File: src/static_table_params.svh
/*
  Offsets, field positions, reset values and sizes of the static address
  and reserved multicast table access block, as text macros.
  Assumes it is included by bare name from the design file.
*/
`ifndef STATIC_TABLE_PARAMS_SVH
`define STATIC_TABLE_PARAMS_SVH

// ==========================================================================
// Register byte addresses
`define ADDR_WIDTH          16
`define OFS_TABLE_CTRL      16'h041c
`define OFS_ENTRY_FLAGS     16'h0420
`define OFS_ENTRY_PORTS     16'h0424
`define OFS_ENTRY_GROUP_HI  16'h0428
`define OFS_ENTRY_MAC_LO    16'h042c

// ==========================================================================
// Control register fields
`define CTL_INDEX_MSB       5
`define CTL_INDEX_LSB       0
`define CTL_ACTION_BIT      8
`define CTL_TABLE_SEL_BIT   9
`define CTL_GO_DONE_BIT     31
`define ACTION_WRITE        1'b0
`define ACTION_READ         1'b1
`define TABLE_STATIC        1'b0
`define TABLE_RESERVED      1'b1

// ==========================================================================
// Data register fields
`define FLG_VALID_BIT       31
`define FLG_SRC_DROP_BIT    30
`define FLG_DST_DROP_BIT    29
`define FLG_PRIO_MSB        28
`define FLG_PRIO_LSB        26
`define FLG_MST_MSB         2
`define FLG_MST_LSB         0
`define PRT_OVERRIDE_BIT    31
`define PRT_GROUP_MC_BIT    30
`define PRT_FWD_MSB         2
`define PRT_FWD_LSB         0
`define GRP_FID_MSB         22
`define GRP_FID_LSB         16
`define GRP_MAC_HI_MSB      15
`define GRP_MAC_HI_LSB      0

// ==========================================================================
// Table sizes and reset values
`define STATIC_ENTRIES      16
`define RSV_ADDRESSES       48
`define RSV_GROUPS          8
`define DATA_RESET          32'h0000_0000

`endif

File: src/static_table_pkg.sv
/*
  Types for the static address and reserved multicast table block.
  Assumes nothing beyond a SystemVerilog compiler.
*/
package static_table_pkg;

  // ========================================================================
  // Sequencer states
  typedef enum logic [0:0] {
    ST_IDLE = 1'b0,
    ST_EXEC = 1'b1
  } op_state_t;

  // ========================================================================
  // One static entry, also the image of the four data registers
  typedef struct packed {
    logic        valid;
    logic        sourceDrop;
    logic        destDrop;
    logic [2:0]  priority_;
    logic [2:0]  mstGroup;
    logic        portOverride;
    logic        groupMatchOnMulticast;
    logic [2:0]  forwardPorts;
    logic [6:0]  filterGroupId;
    logic [47:0] mac;
  } static_entry_t;

  // ========================================================================
  // Whole state of the access block
  typedef struct packed {
    op_state_t          fsm;
    logic [5:0]         ctlIndex;
    logic               ctlAction;
    logic               ctlTableSel;
    logic               opGoDone;
    static_entry_t      stage;
    static_entry_t [15:0] table_;
    logic [7:0][2:0]    rsvGroupPorts;
    logic [31:0]        rdata;
    logic               lkHit;
    logic               lkDrop;
    logic [2:0]         lkPorts;
    logic               lkOverride;
    logic [2:0]         lkPriority;
    logic [2:0]         rsvPorts;
  } table_state_t;

endpackage

File: src/static_table_access.sv
/*
  Indirect host access to the 16-entry static address table and the
  48-address reserved multicast table, plus the match logic that the
  forwarding path consults.
  Assumes a synchronous register port and a lookup requester on clk.
*/
// What this block does
// - Flags register bit 31 marks entry valid; resets to zero.
// - Source-drop set on matching entry drops packet during source learning.
// - Destination-drop set on matching entry drops packet during lookup.
// - Flags bits 2:0 hold spanning tree group used for matching.
// - Ports register bit 31 lets entry override port blocking state.
// - Ports register bit 30 adds filter group to multicast matching.
// - Ports bits 2,1,0 enable forwarding to ports 3,2,1.
// - Third register bits 22:16 hold seven-bit filter group id.
// - Reserved multicast table holds port masks for 48 addresses.
// - Reserved table indexed by six low address bits.
// - 48 addresses form 8 groups; a write changes the whole group.
// - Reserved table uses same control, data only in ports register.
// - Table select 1 directs operation to reserved table.
// - Action 0 writes data registers into indexed entry.
// - Action 1 loads indexed entry into data registers.
// - Writing go bit starts operation; hardware clears it when done.
// - Table select 0 directs operation to static table.
// - Static table has 16 entries, 4-bit index, never aged.
`timescale 1ns/1ps
`include "static_table_params.svh"

module static_table_access (
  input  wire logic        clk,
  input  wire logic        rst,
  input  wire logic [15:0] regAddr,
  input  wire logic [31:0] regWdata,
  input  wire logic        regWrite,
  input  wire logic        regRead,
  output logic      [31:0] regRdata,
  input  wire logic        lookupReq,
  input  wire logic [47:0] lookupMac,
  input  wire logic        lookupIsSource,
  input  wire logic        lookupMulticast,
  input  wire logic [6:0]  lookupFid,
  input  wire logic [2:0]  lookupMst,
  output logic             lookupHit,
  output logic             lookupDrop,
  output logic      [2:0]  lookupPorts,
  output logic             lookupOverride,
  output logic      [2:0]  lookupPriority,
  input  wire logic [5:0]  rsvLookupIndex,
  output logic      [2:0]  rsvLookupPorts,
  output logic             opBusy
);

  // ========================================================================
  // State
  static_table_pkg::table_state_t cur;
  static_table_pkg::table_state_t next_cur;
  logic [15:0]                    matchVec;

  // ========================================================================
  // Fixed grouping of the 48 reserved addresses
  function automatic logic [2:0] rsvGroupOf(input logic [5:0] idx);
    logic [2:0] g;
    g = 3'h7;
    case (idx)
      6'h00: g = 3'h0;
      6'h01: g = 3'h1;
      6'h03: g = 3'h2;
      6'h10: g = 3'h3;
      6'h20: g = 3'h4;
      6'h21: g = 3'h5;
      6'h02, 6'h04, 6'h05, 6'h06, 6'h07, 6'h08, 6'h09, 6'h0a,
      6'h0b, 6'h0c, 6'h0d, 6'h0e, 6'h0f: g = 3'h6;
      default: g = 3'h7;
    endcase
    return g;
  endfunction

  // Only the first 48 index values name a reserved address
  function automatic logic rsvInRange(input logic [5:0] idx);
    return idx < 6'(`RSV_ADDRESSES);
  endfunction

  // ========================================================================
  // Register views of the staged entry
  function automatic logic [31:0] viewFlags(
    input static_table_pkg::static_entry_t e);
    logic [31:0] v;
    v = `DATA_RESET;
    v[`FLG_VALID_BIT]                 = e.valid;
    v[`FLG_SRC_DROP_BIT]              = e.sourceDrop;
    v[`FLG_DST_DROP_BIT]              = e.destDrop;
    v[`FLG_PRIO_MSB:`FLG_PRIO_LSB]    = e.priority_;
    v[`FLG_MST_MSB:`FLG_MST_LSB]      = e.mstGroup;
    return v;
  endfunction

  function automatic logic [31:0] viewPorts(
    input static_table_pkg::static_entry_t e);
    logic [31:0] v;
    v = `DATA_RESET;
    v[`PRT_OVERRIDE_BIT]          = e.portOverride;
    v[`PRT_GROUP_MC_BIT]          = e.groupMatchOnMulticast;
    v[`PRT_FWD_MSB:`PRT_FWD_LSB]  = e.forwardPorts;
    return v;
  endfunction

  function automatic logic [31:0] viewGroupHi(
    input static_table_pkg::static_entry_t e);
    logic [31:0] v;
    v = `DATA_RESET;
    v[`GRP_FID_MSB:`GRP_FID_LSB]       = e.filterGroupId;
    v[`GRP_MAC_HI_MSB:`GRP_MAC_HI_LSB] = e.mac[47:32];
    return v;
  endfunction

  // ========================================================================
  // Per-entry match, one comparator set per static entry
  genvar gi;
  generate
    for (gi = 0; gi < `STATIC_ENTRIES; gi++) begin : g_match
      static_table_pkg::static_entry_t ent;
      logic                            fidOk;
      assign ent = cur.table_[gi];
      // Filter group counts for unicast, and for multicast only on request
      assign fidOk = (lookupMulticast && !ent.groupMatchOnMulticast) ||
                     (ent.filterGroupId == lookupFid);
      assign matchVec[gi] = ent.valid && (ent.mac == lookupMac) &&
                            (ent.mstGroup == lookupMst) && fidOk;
    end
  endgenerate

  // ========================================================================
  // Next-state logic
  always_comb begin
    logic       hit;
    logic [3:0] hitIdx;
    logic [3:0] sIdx;
    logic [2:0] grp;
    static_table_pkg::static_entry_t hitEnt;
    hit      = 1'b0;
    hitIdx   = 4'h0;
    sIdx     = 4'h0;
    grp      = 3'h0;
    hitEnt   = '0;
    next_cur = cur;

    // Lowest matching index wins; entries never age out
    for (int i = `STATIC_ENTRIES - 1; i >= 0; i--) begin
      if (matchVec[i]) begin
        hit    = 1'b1;
        hitIdx = 4'(i);
      end
    end
    hitEnt = cur.table_[hitIdx];

    // Lookup answer, one cycle after the request
    next_cur.lkHit      = lookupReq && hit;
    next_cur.lkDrop     = lookupReq && hit &&
                          (lookupIsSource ? hitEnt.sourceDrop
                                          : hitEnt.destDrop);
    next_cur.lkPorts    = (lookupReq && hit) ? hitEnt.forwardPorts : 3'h0;
    next_cur.lkOverride = lookupReq && hit && hitEnt.portOverride;
    next_cur.lkPriority = (lookupReq && hit) ? hitEnt.priority_ : 3'h0;

    // Reserved multicast lookup by the six low address bits
    next_cur.rsvPorts = rsvInRange(rsvLookupIndex) ?
      cur.rsvGroupPorts[rsvGroupOf(rsvLookupIndex)] : 3'h0;

    // Read data: valid in the cycle after the strobe only
    next_cur.rdata = `DATA_RESET;
    if (regRead) begin
      case (regAddr)
        `OFS_TABLE_CTRL: begin
          next_cur.rdata[`CTL_INDEX_MSB:`CTL_INDEX_LSB] = cur.ctlIndex;
          next_cur.rdata[`CTL_ACTION_BIT]    = cur.ctlAction;
          next_cur.rdata[`CTL_TABLE_SEL_BIT] = cur.ctlTableSel;
          next_cur.rdata[`CTL_GO_DONE_BIT]   = cur.opGoDone;
        end
        `OFS_ENTRY_FLAGS:    next_cur.rdata = viewFlags(cur.stage);
        `OFS_ENTRY_PORTS:    next_cur.rdata = viewPorts(cur.stage);
        `OFS_ENTRY_GROUP_HI: next_cur.rdata = viewGroupHi(cur.stage);
        `OFS_ENTRY_MAC_LO:   next_cur.rdata = cur.stage.mac[31:0];
        default:             next_cur.rdata = `DATA_RESET;
      endcase
    end

    // Host writes to data registers; reserved bits stay zero
    if (regWrite) begin
      case (regAddr)
        `OFS_ENTRY_FLAGS: begin
          next_cur.stage.valid      = regWdata[`FLG_VALID_BIT];
          next_cur.stage.sourceDrop = regWdata[`FLG_SRC_DROP_BIT];
          next_cur.stage.destDrop   = regWdata[`FLG_DST_DROP_BIT];
          next_cur.stage.priority_  =
            regWdata[`FLG_PRIO_MSB:`FLG_PRIO_LSB];
          next_cur.stage.mstGroup   =
            regWdata[`FLG_MST_MSB:`FLG_MST_LSB];
        end
        `OFS_ENTRY_PORTS: begin
          // Same register carries the reserved multicast mask
          next_cur.stage.portOverride          =
            regWdata[`PRT_OVERRIDE_BIT];
          next_cur.stage.groupMatchOnMulticast =
            regWdata[`PRT_GROUP_MC_BIT];
          next_cur.stage.forwardPorts          =
            regWdata[`PRT_FWD_MSB:`PRT_FWD_LSB];
        end
        `OFS_ENTRY_GROUP_HI: begin
          next_cur.stage.filterGroupId =
            regWdata[`GRP_FID_MSB:`GRP_FID_LSB];
          next_cur.stage.mac[47:32]    =
            regWdata[`GRP_MAC_HI_MSB:`GRP_MAC_HI_LSB];
        end
        `OFS_ENTRY_MAC_LO: begin
          next_cur.stage.mac[31:0] = regWdata;
        end
        default: begin
        end
      endcase
    end

    // Operation sequencer
    sIdx = cur.ctlIndex[3:0];
    grp  = rsvGroupOf(cur.ctlIndex);
    case (cur.fsm)
      static_table_pkg::ST_IDLE: begin
      end
      static_table_pkg::ST_EXEC: begin
        if (cur.ctlTableSel == `TABLE_STATIC) begin
          if (cur.ctlAction == `ACTION_WRITE) begin
            next_cur.table_[sIdx] = cur.stage;
          end else begin
            next_cur.stage = cur.table_[sIdx];
          end
        end else if (rsvInRange(cur.ctlIndex)) begin
          if (cur.ctlAction == `ACTION_WRITE) begin
            // Whole group changes together
            next_cur.rsvGroupPorts[grp] = cur.stage.forwardPorts;
          end else begin
            // Only the mask field is loaded; other bits keep their value
            next_cur.stage.forwardPorts = cur.rsvGroupPorts[grp];
          end
        end
        next_cur.opGoDone = 1'b0;
        next_cur.fsm      = static_table_pkg::ST_IDLE;
      end
      default: begin
        next_cur.fsm      = static_table_pkg::ST_IDLE;
        next_cur.opGoDone = 1'b0;
      end
    endcase

    // Control write last, so a new start beats the completion clear
    if (regWrite && regAddr == `OFS_TABLE_CTRL) begin
      next_cur.ctlIndex    =
        regWdata[`CTL_INDEX_MSB:`CTL_INDEX_LSB];
      next_cur.ctlAction   = regWdata[`CTL_ACTION_BIT];
      next_cur.ctlTableSel = regWdata[`CTL_TABLE_SEL_BIT];
      if (regWdata[`CTL_GO_DONE_BIT]) begin
        next_cur.opGoDone = 1'b1;
        next_cur.fsm      = static_table_pkg::ST_EXEC;
      end
    end
  end

  // ========================================================================
  // State register; all fields clear at reset
  always_ff @(posedge clk or posedge rst) begin
    if (rst) begin
      cur <= '0;
    end else begin
      cur <= next_cur;
    end
  end

  // ========================================================================
  // Outputs, all straight from flip-flops
  assign regRdata       = cur.rdata;
  assign lookupHit      = cur.lkHit;
  assign lookupDrop     = cur.lkDrop;
  assign lookupPorts    = cur.lkPorts;
  assign lookupOverride = cur.lkOverride;
  assign lookupPriority = cur.lkPriority;
  assign rsvLookupPorts = cur.rsvPorts;
  assign opBusy         = cur.opGoDone;

endmodule

File: config.mk
export PLATFORM = sky130hd
export DESIGN_NAME = static_table_access
export DESIGN_NICKNAME = d
export VERILOG_FILES = /design/src/static_table_pkg.sv /design/src/static_table_access.sv
export VERILOG_INCLUDE_DIRS = /design/src
export SDC_FILE = /design/constraint.sdc
export NUM_CORES = 2
export LEC_CHECK = 0
export BUFFER_PORTS_ARGS = -buffer_cell sky130_fd_sc_hd__buf_2
export CAP_MARGIN = 20
export CORE_MARGIN = 4
export CORE_UTILIZATION = 45
export DETAILED_ROUTE_END_ITERATION = 10
export PLACE_DENSITY = 0.66
export SYNTH_ARGS = -nofsm -noshare
export SYNTH_HDL_FRONTEND = slang
export SYNTH_SLANG_ARGS = --single-unit
File: constraint.sdc
create_clock -name clk -period 40.6 [get_ports clk]
set_input_delay 4.06 -clock clk [delete_from_list [all_inputs] [get_ports clk]]
set_output_delay 4.06 -clock clk [all_outputs]
set_load 0.01 [all_outputs]
==> flow_metrics.py <==
metrics = {
    "run_status": {
        "status": "complete, no violations",
    },
    "sta": {
        "hold_violations": 0,
        "finClkSkew_ns": 0.06708,
        "rsz0062_at_grt": "no",
        "worstMarginPinSlew_ns": 1.341,
        "slew_viol_final": 0,
        "slew_headroom_pct": 10.30,
        "setup_violations": 0,
        "max_freq_ghz": 0.1117,
        "fin_crit_sh_pct": 22.05,
        "finalCriticalPeriod_ns": 8.951,
        "fin_setup_tns_ns": 0,
    },
    "setup_path": {
        "cp-start-kind": "input port",
        "endpoint_kind": "flop",
        "rrSetupSlack_ns": 34.72,
        "startpoint": "lookupMac[5]",
        "path_cells": "buf_2, buf_4, xor2_1, nor4_1, nand2_1, nor4_1, o211ai_1, a21oi_1, o21ai_1, a41oi_1, o21a_1, mux2_2, a221o_1, o32ai_1",
        "worstPathRequired_ns": 41.32,
        "cpLargestDelayFamily": "compound AO/OA/AOI/OAI gates",
        "cp_slowest_stage_delay_ns": 0.98,
        "path_buf_inv": 2,
        "cpMaxStageDelayCell": "nor4_1",
        "cp.depth": 14,
        "crit_arrival_ns": 9.67,
        "crit_end": "lookupDrop",
        "crit_path_max_fanout": 22,
        "cp_common_cell": "nor4_1",
        "rr_endpoint": "lookupDrop",
        "criticalPathCategory": "in -> reg",
        "r2r_cells": 12,
    },
    "floorplanning": {
        "fp.dieW_um": 408.3,
        "die_y_um": 408.3,
        "rows": 146,
        "start_util_pct": 45.38,
        "ioPinCount": 164,
        "die_area_um2": 166700,
        "core_area_um2": 158900,
    },
    "layout": {
        "fin_nets": 5876,
        "finish.utilization_pct": 50.55,
        "syn2layout_area_growth_pct": 11.39,
        "final_cells": 7987,
        "drive_gt1_share_pct": 36.31,
    },
    "power_and_ir_drop": {
        "p_seq_share_pct": 43.1,
        "power.share.clock_pct": 48.9,
        "ir_worst_vdd_mv": 0.04343,
        "sw_frac_of_total_pct": 26.78,
        "leakagePower_nw": 36.35,
        "fin_total_pwr_mw": 2.890,
        "p_int_mw": 2.116,
        "combPwrFrac_pct": 7.9,
        "power_density_nw_per_um2": 35.98,
        "switchingPower_mw": 0.7742,
    },
    "yosys": {
        "yosys_warnings": 0,
        "syn_area_um2": 72120,
        "netlist.area_leader.share_pct": 43.41,
        "syn_area_per_cell_um2": 12.53,
        "synthCells": 5757,
        "synth_fp_nets": 5876,
        "yosysMostFrequentCell": "dfrtp_1",
        "synth_async_sr_flop_share_pct": 100.0,
        "ys_seq_elements": 1251,
        "ys.flop_type": "dfrtp_1",
        "yosys-top-cells-area": "dfrtp_1 43%, mux2_2 18%, mux4_2 12%",
        "yosysSeqAreaShare_pct": 43.41,
        "yosys.cell_types.count": 83,
        "synthTopCellsByCount": "1251 x dfrtp_1, 1124 x mux2_2, 411 x xor2_1",
        "synth_largest_area_cell": "dfrtp_1",
        "synth_edf_count": 0,
    },
    "detailed_routing": {
        "avgRoutedWirePerCell_um": 51.65,
        "wl_met3_um": 43600,
        "firstDrtPassIters": 8,
        "wl_met1_um": 153800,
        "wirelength_um": 412600,
        "drtIter0Drc": 8306,
        "postRouteAntennaNets": 0,
        "top_layer": "met5",
        "via_per_inst": 7.143,
        "vias": 57055,
        "drc": 0,
        "wl_met2_um": 173700,
    },
    "global_route": {
        "grt_usage_pct": 48.66,
        "grt_pass1_wl_um": 537900,
        "first_global_vias": 54636,
        "antenna_found_initial": 50,
        "grt-ovfl-total": 0,
        "grt_start_max_net_pins": 148,
    },
    "clock_network": {
        "cts.sinks": 1251,
        "ctsResizeCount": 0,
        "holdBufCountCts": 0,
        "cts_buffers": 143,
        "root_buffer": "clkbuf_16",
        "clk_latency_ns": 0.85,
        "cts_buffer_depth": 3,
        "cts_tree": "built",
        "cts_setup_buffers": 0,
        "htree_num_levels": 4,
        "clk_pin_slew_ns": 0.06,
    },
    "placement": {
        "place.gp.congestion": 1.187,
        "place_hpwl_um": 320900,
        "port_buffers": 163,
        "placed_cells": 7672,
    },
    "job": {
        "cap_violations": 0,
    },
    "hold_path": {
        "worstHoldPathType": "reg -> reg",
    },
}
cell usage in the layout (no fill, tap or decap), types with 24 or more instances in the layout:
master and count:
a21oi_1 81, a22oi_1 27, buf_2 164, buf_4 149, clkbuf_1 24, clkbuf_16 147, clkbuf_8 25, clkinv_2 25
dfrtp_1 1247, diode_2 44, inv_1 72, mux2_2 1124, mux2i_1 105, mux4_2 370, nand2_1 143, nand2b_1 190
nand3_1 70, nand4_1 198, nand4b_1 25, nor2_1 165, nor2b_1 39, nor3_1 33, nor4_1 162, nor4b_1 27
o2111ai_1 38, o21ai_0 48, o22ai_1 28, or4_1 35, xnor2_1 393, xor2_1 408
final cells by class:
type | instances | area [um^2]
Clock inverter | 63 | 962.2
Tap cell | 2072 | 2592
Clock buffer | 196 | 4113
Sequential cell | 1251 | 31320
Fill cell | 14005 | 78590
Inverter | 77 | 296.5
Timing Repair Buffer | 328 | 2193
Antenna cell | 44 | 110.1
Multi-Input combinational cell | 3956 | 38750
logic make-up (layout without fill, tap and decap cells):
group	after synthesis	after routing	synth area share [%]
buffers and inverters	550	664	3.282
other	0	44	0
flip-flops	1251	1251	43.41
XOR/XNOR	809	809	9.824
multiplexers	1600	1600	30.58
AO/OA/AOI/OAI	331	331	3.183
AND/OR/NAND/NOR	1216	1216	9.729
power groups by stage:
stage	Clock (mW)	Sequential, mW	Combinational (mW)
after floorplan	0	1.27	0.0933
after global placement	0	1.27	0.217
after detailed placement	0	1.27	0.215
after CTS	1.42	1.25	0.216
after global routing	1.47	1.25	0.225
final	1.41	1.25	0.229
per-stage QoR:
step	setup WS [ns]	hold slack (ns)	area [um^2]
floorplan	1.287	0.4779	72120
global placement	31.08	0.5030	74880
detailed placement	31.08	0.5137	75000
CTS	31.91	0.5281	80080
global route	31.71	0.5425	80230
finish	31.65	0.5275	80340
worst reg2reg max path, stage by stage (launching register included):
cell,delay (ns)
dfrtp_1,0.77
xor2_1,0.28
nor4_1,0.38
nand2_1,0.25
nor4_1,0.98
o211ai_1,0.47
a21oi_1,0.34
o21ai_1,0.11
a41oi_1,0.47
o21a_1,0.74
mux2_2,0.42
a221o_1,0.31
o32ai_1,0.27
worst min-delay path by stage:
stage	from	endpoint	slack [ns]	cells after the start
floorplan	cur[1250]	opBusy	0.48	1
global placement	flop	flop	0.50	1
detailed placement	flop	flop	0.51	1
CTS	flop	flop	0.53	1
global route	flop	flop	0.54	1
finish	flop	flop	0.53	1
metal layers:
layer	track usage (%)	up-vias
met4	37.81	10
met3	15.30	1002
met1	60.81	30621
met2	70.07	4096
met5	0	-
li1	-	21326
(Power assumes the default switching activity.)
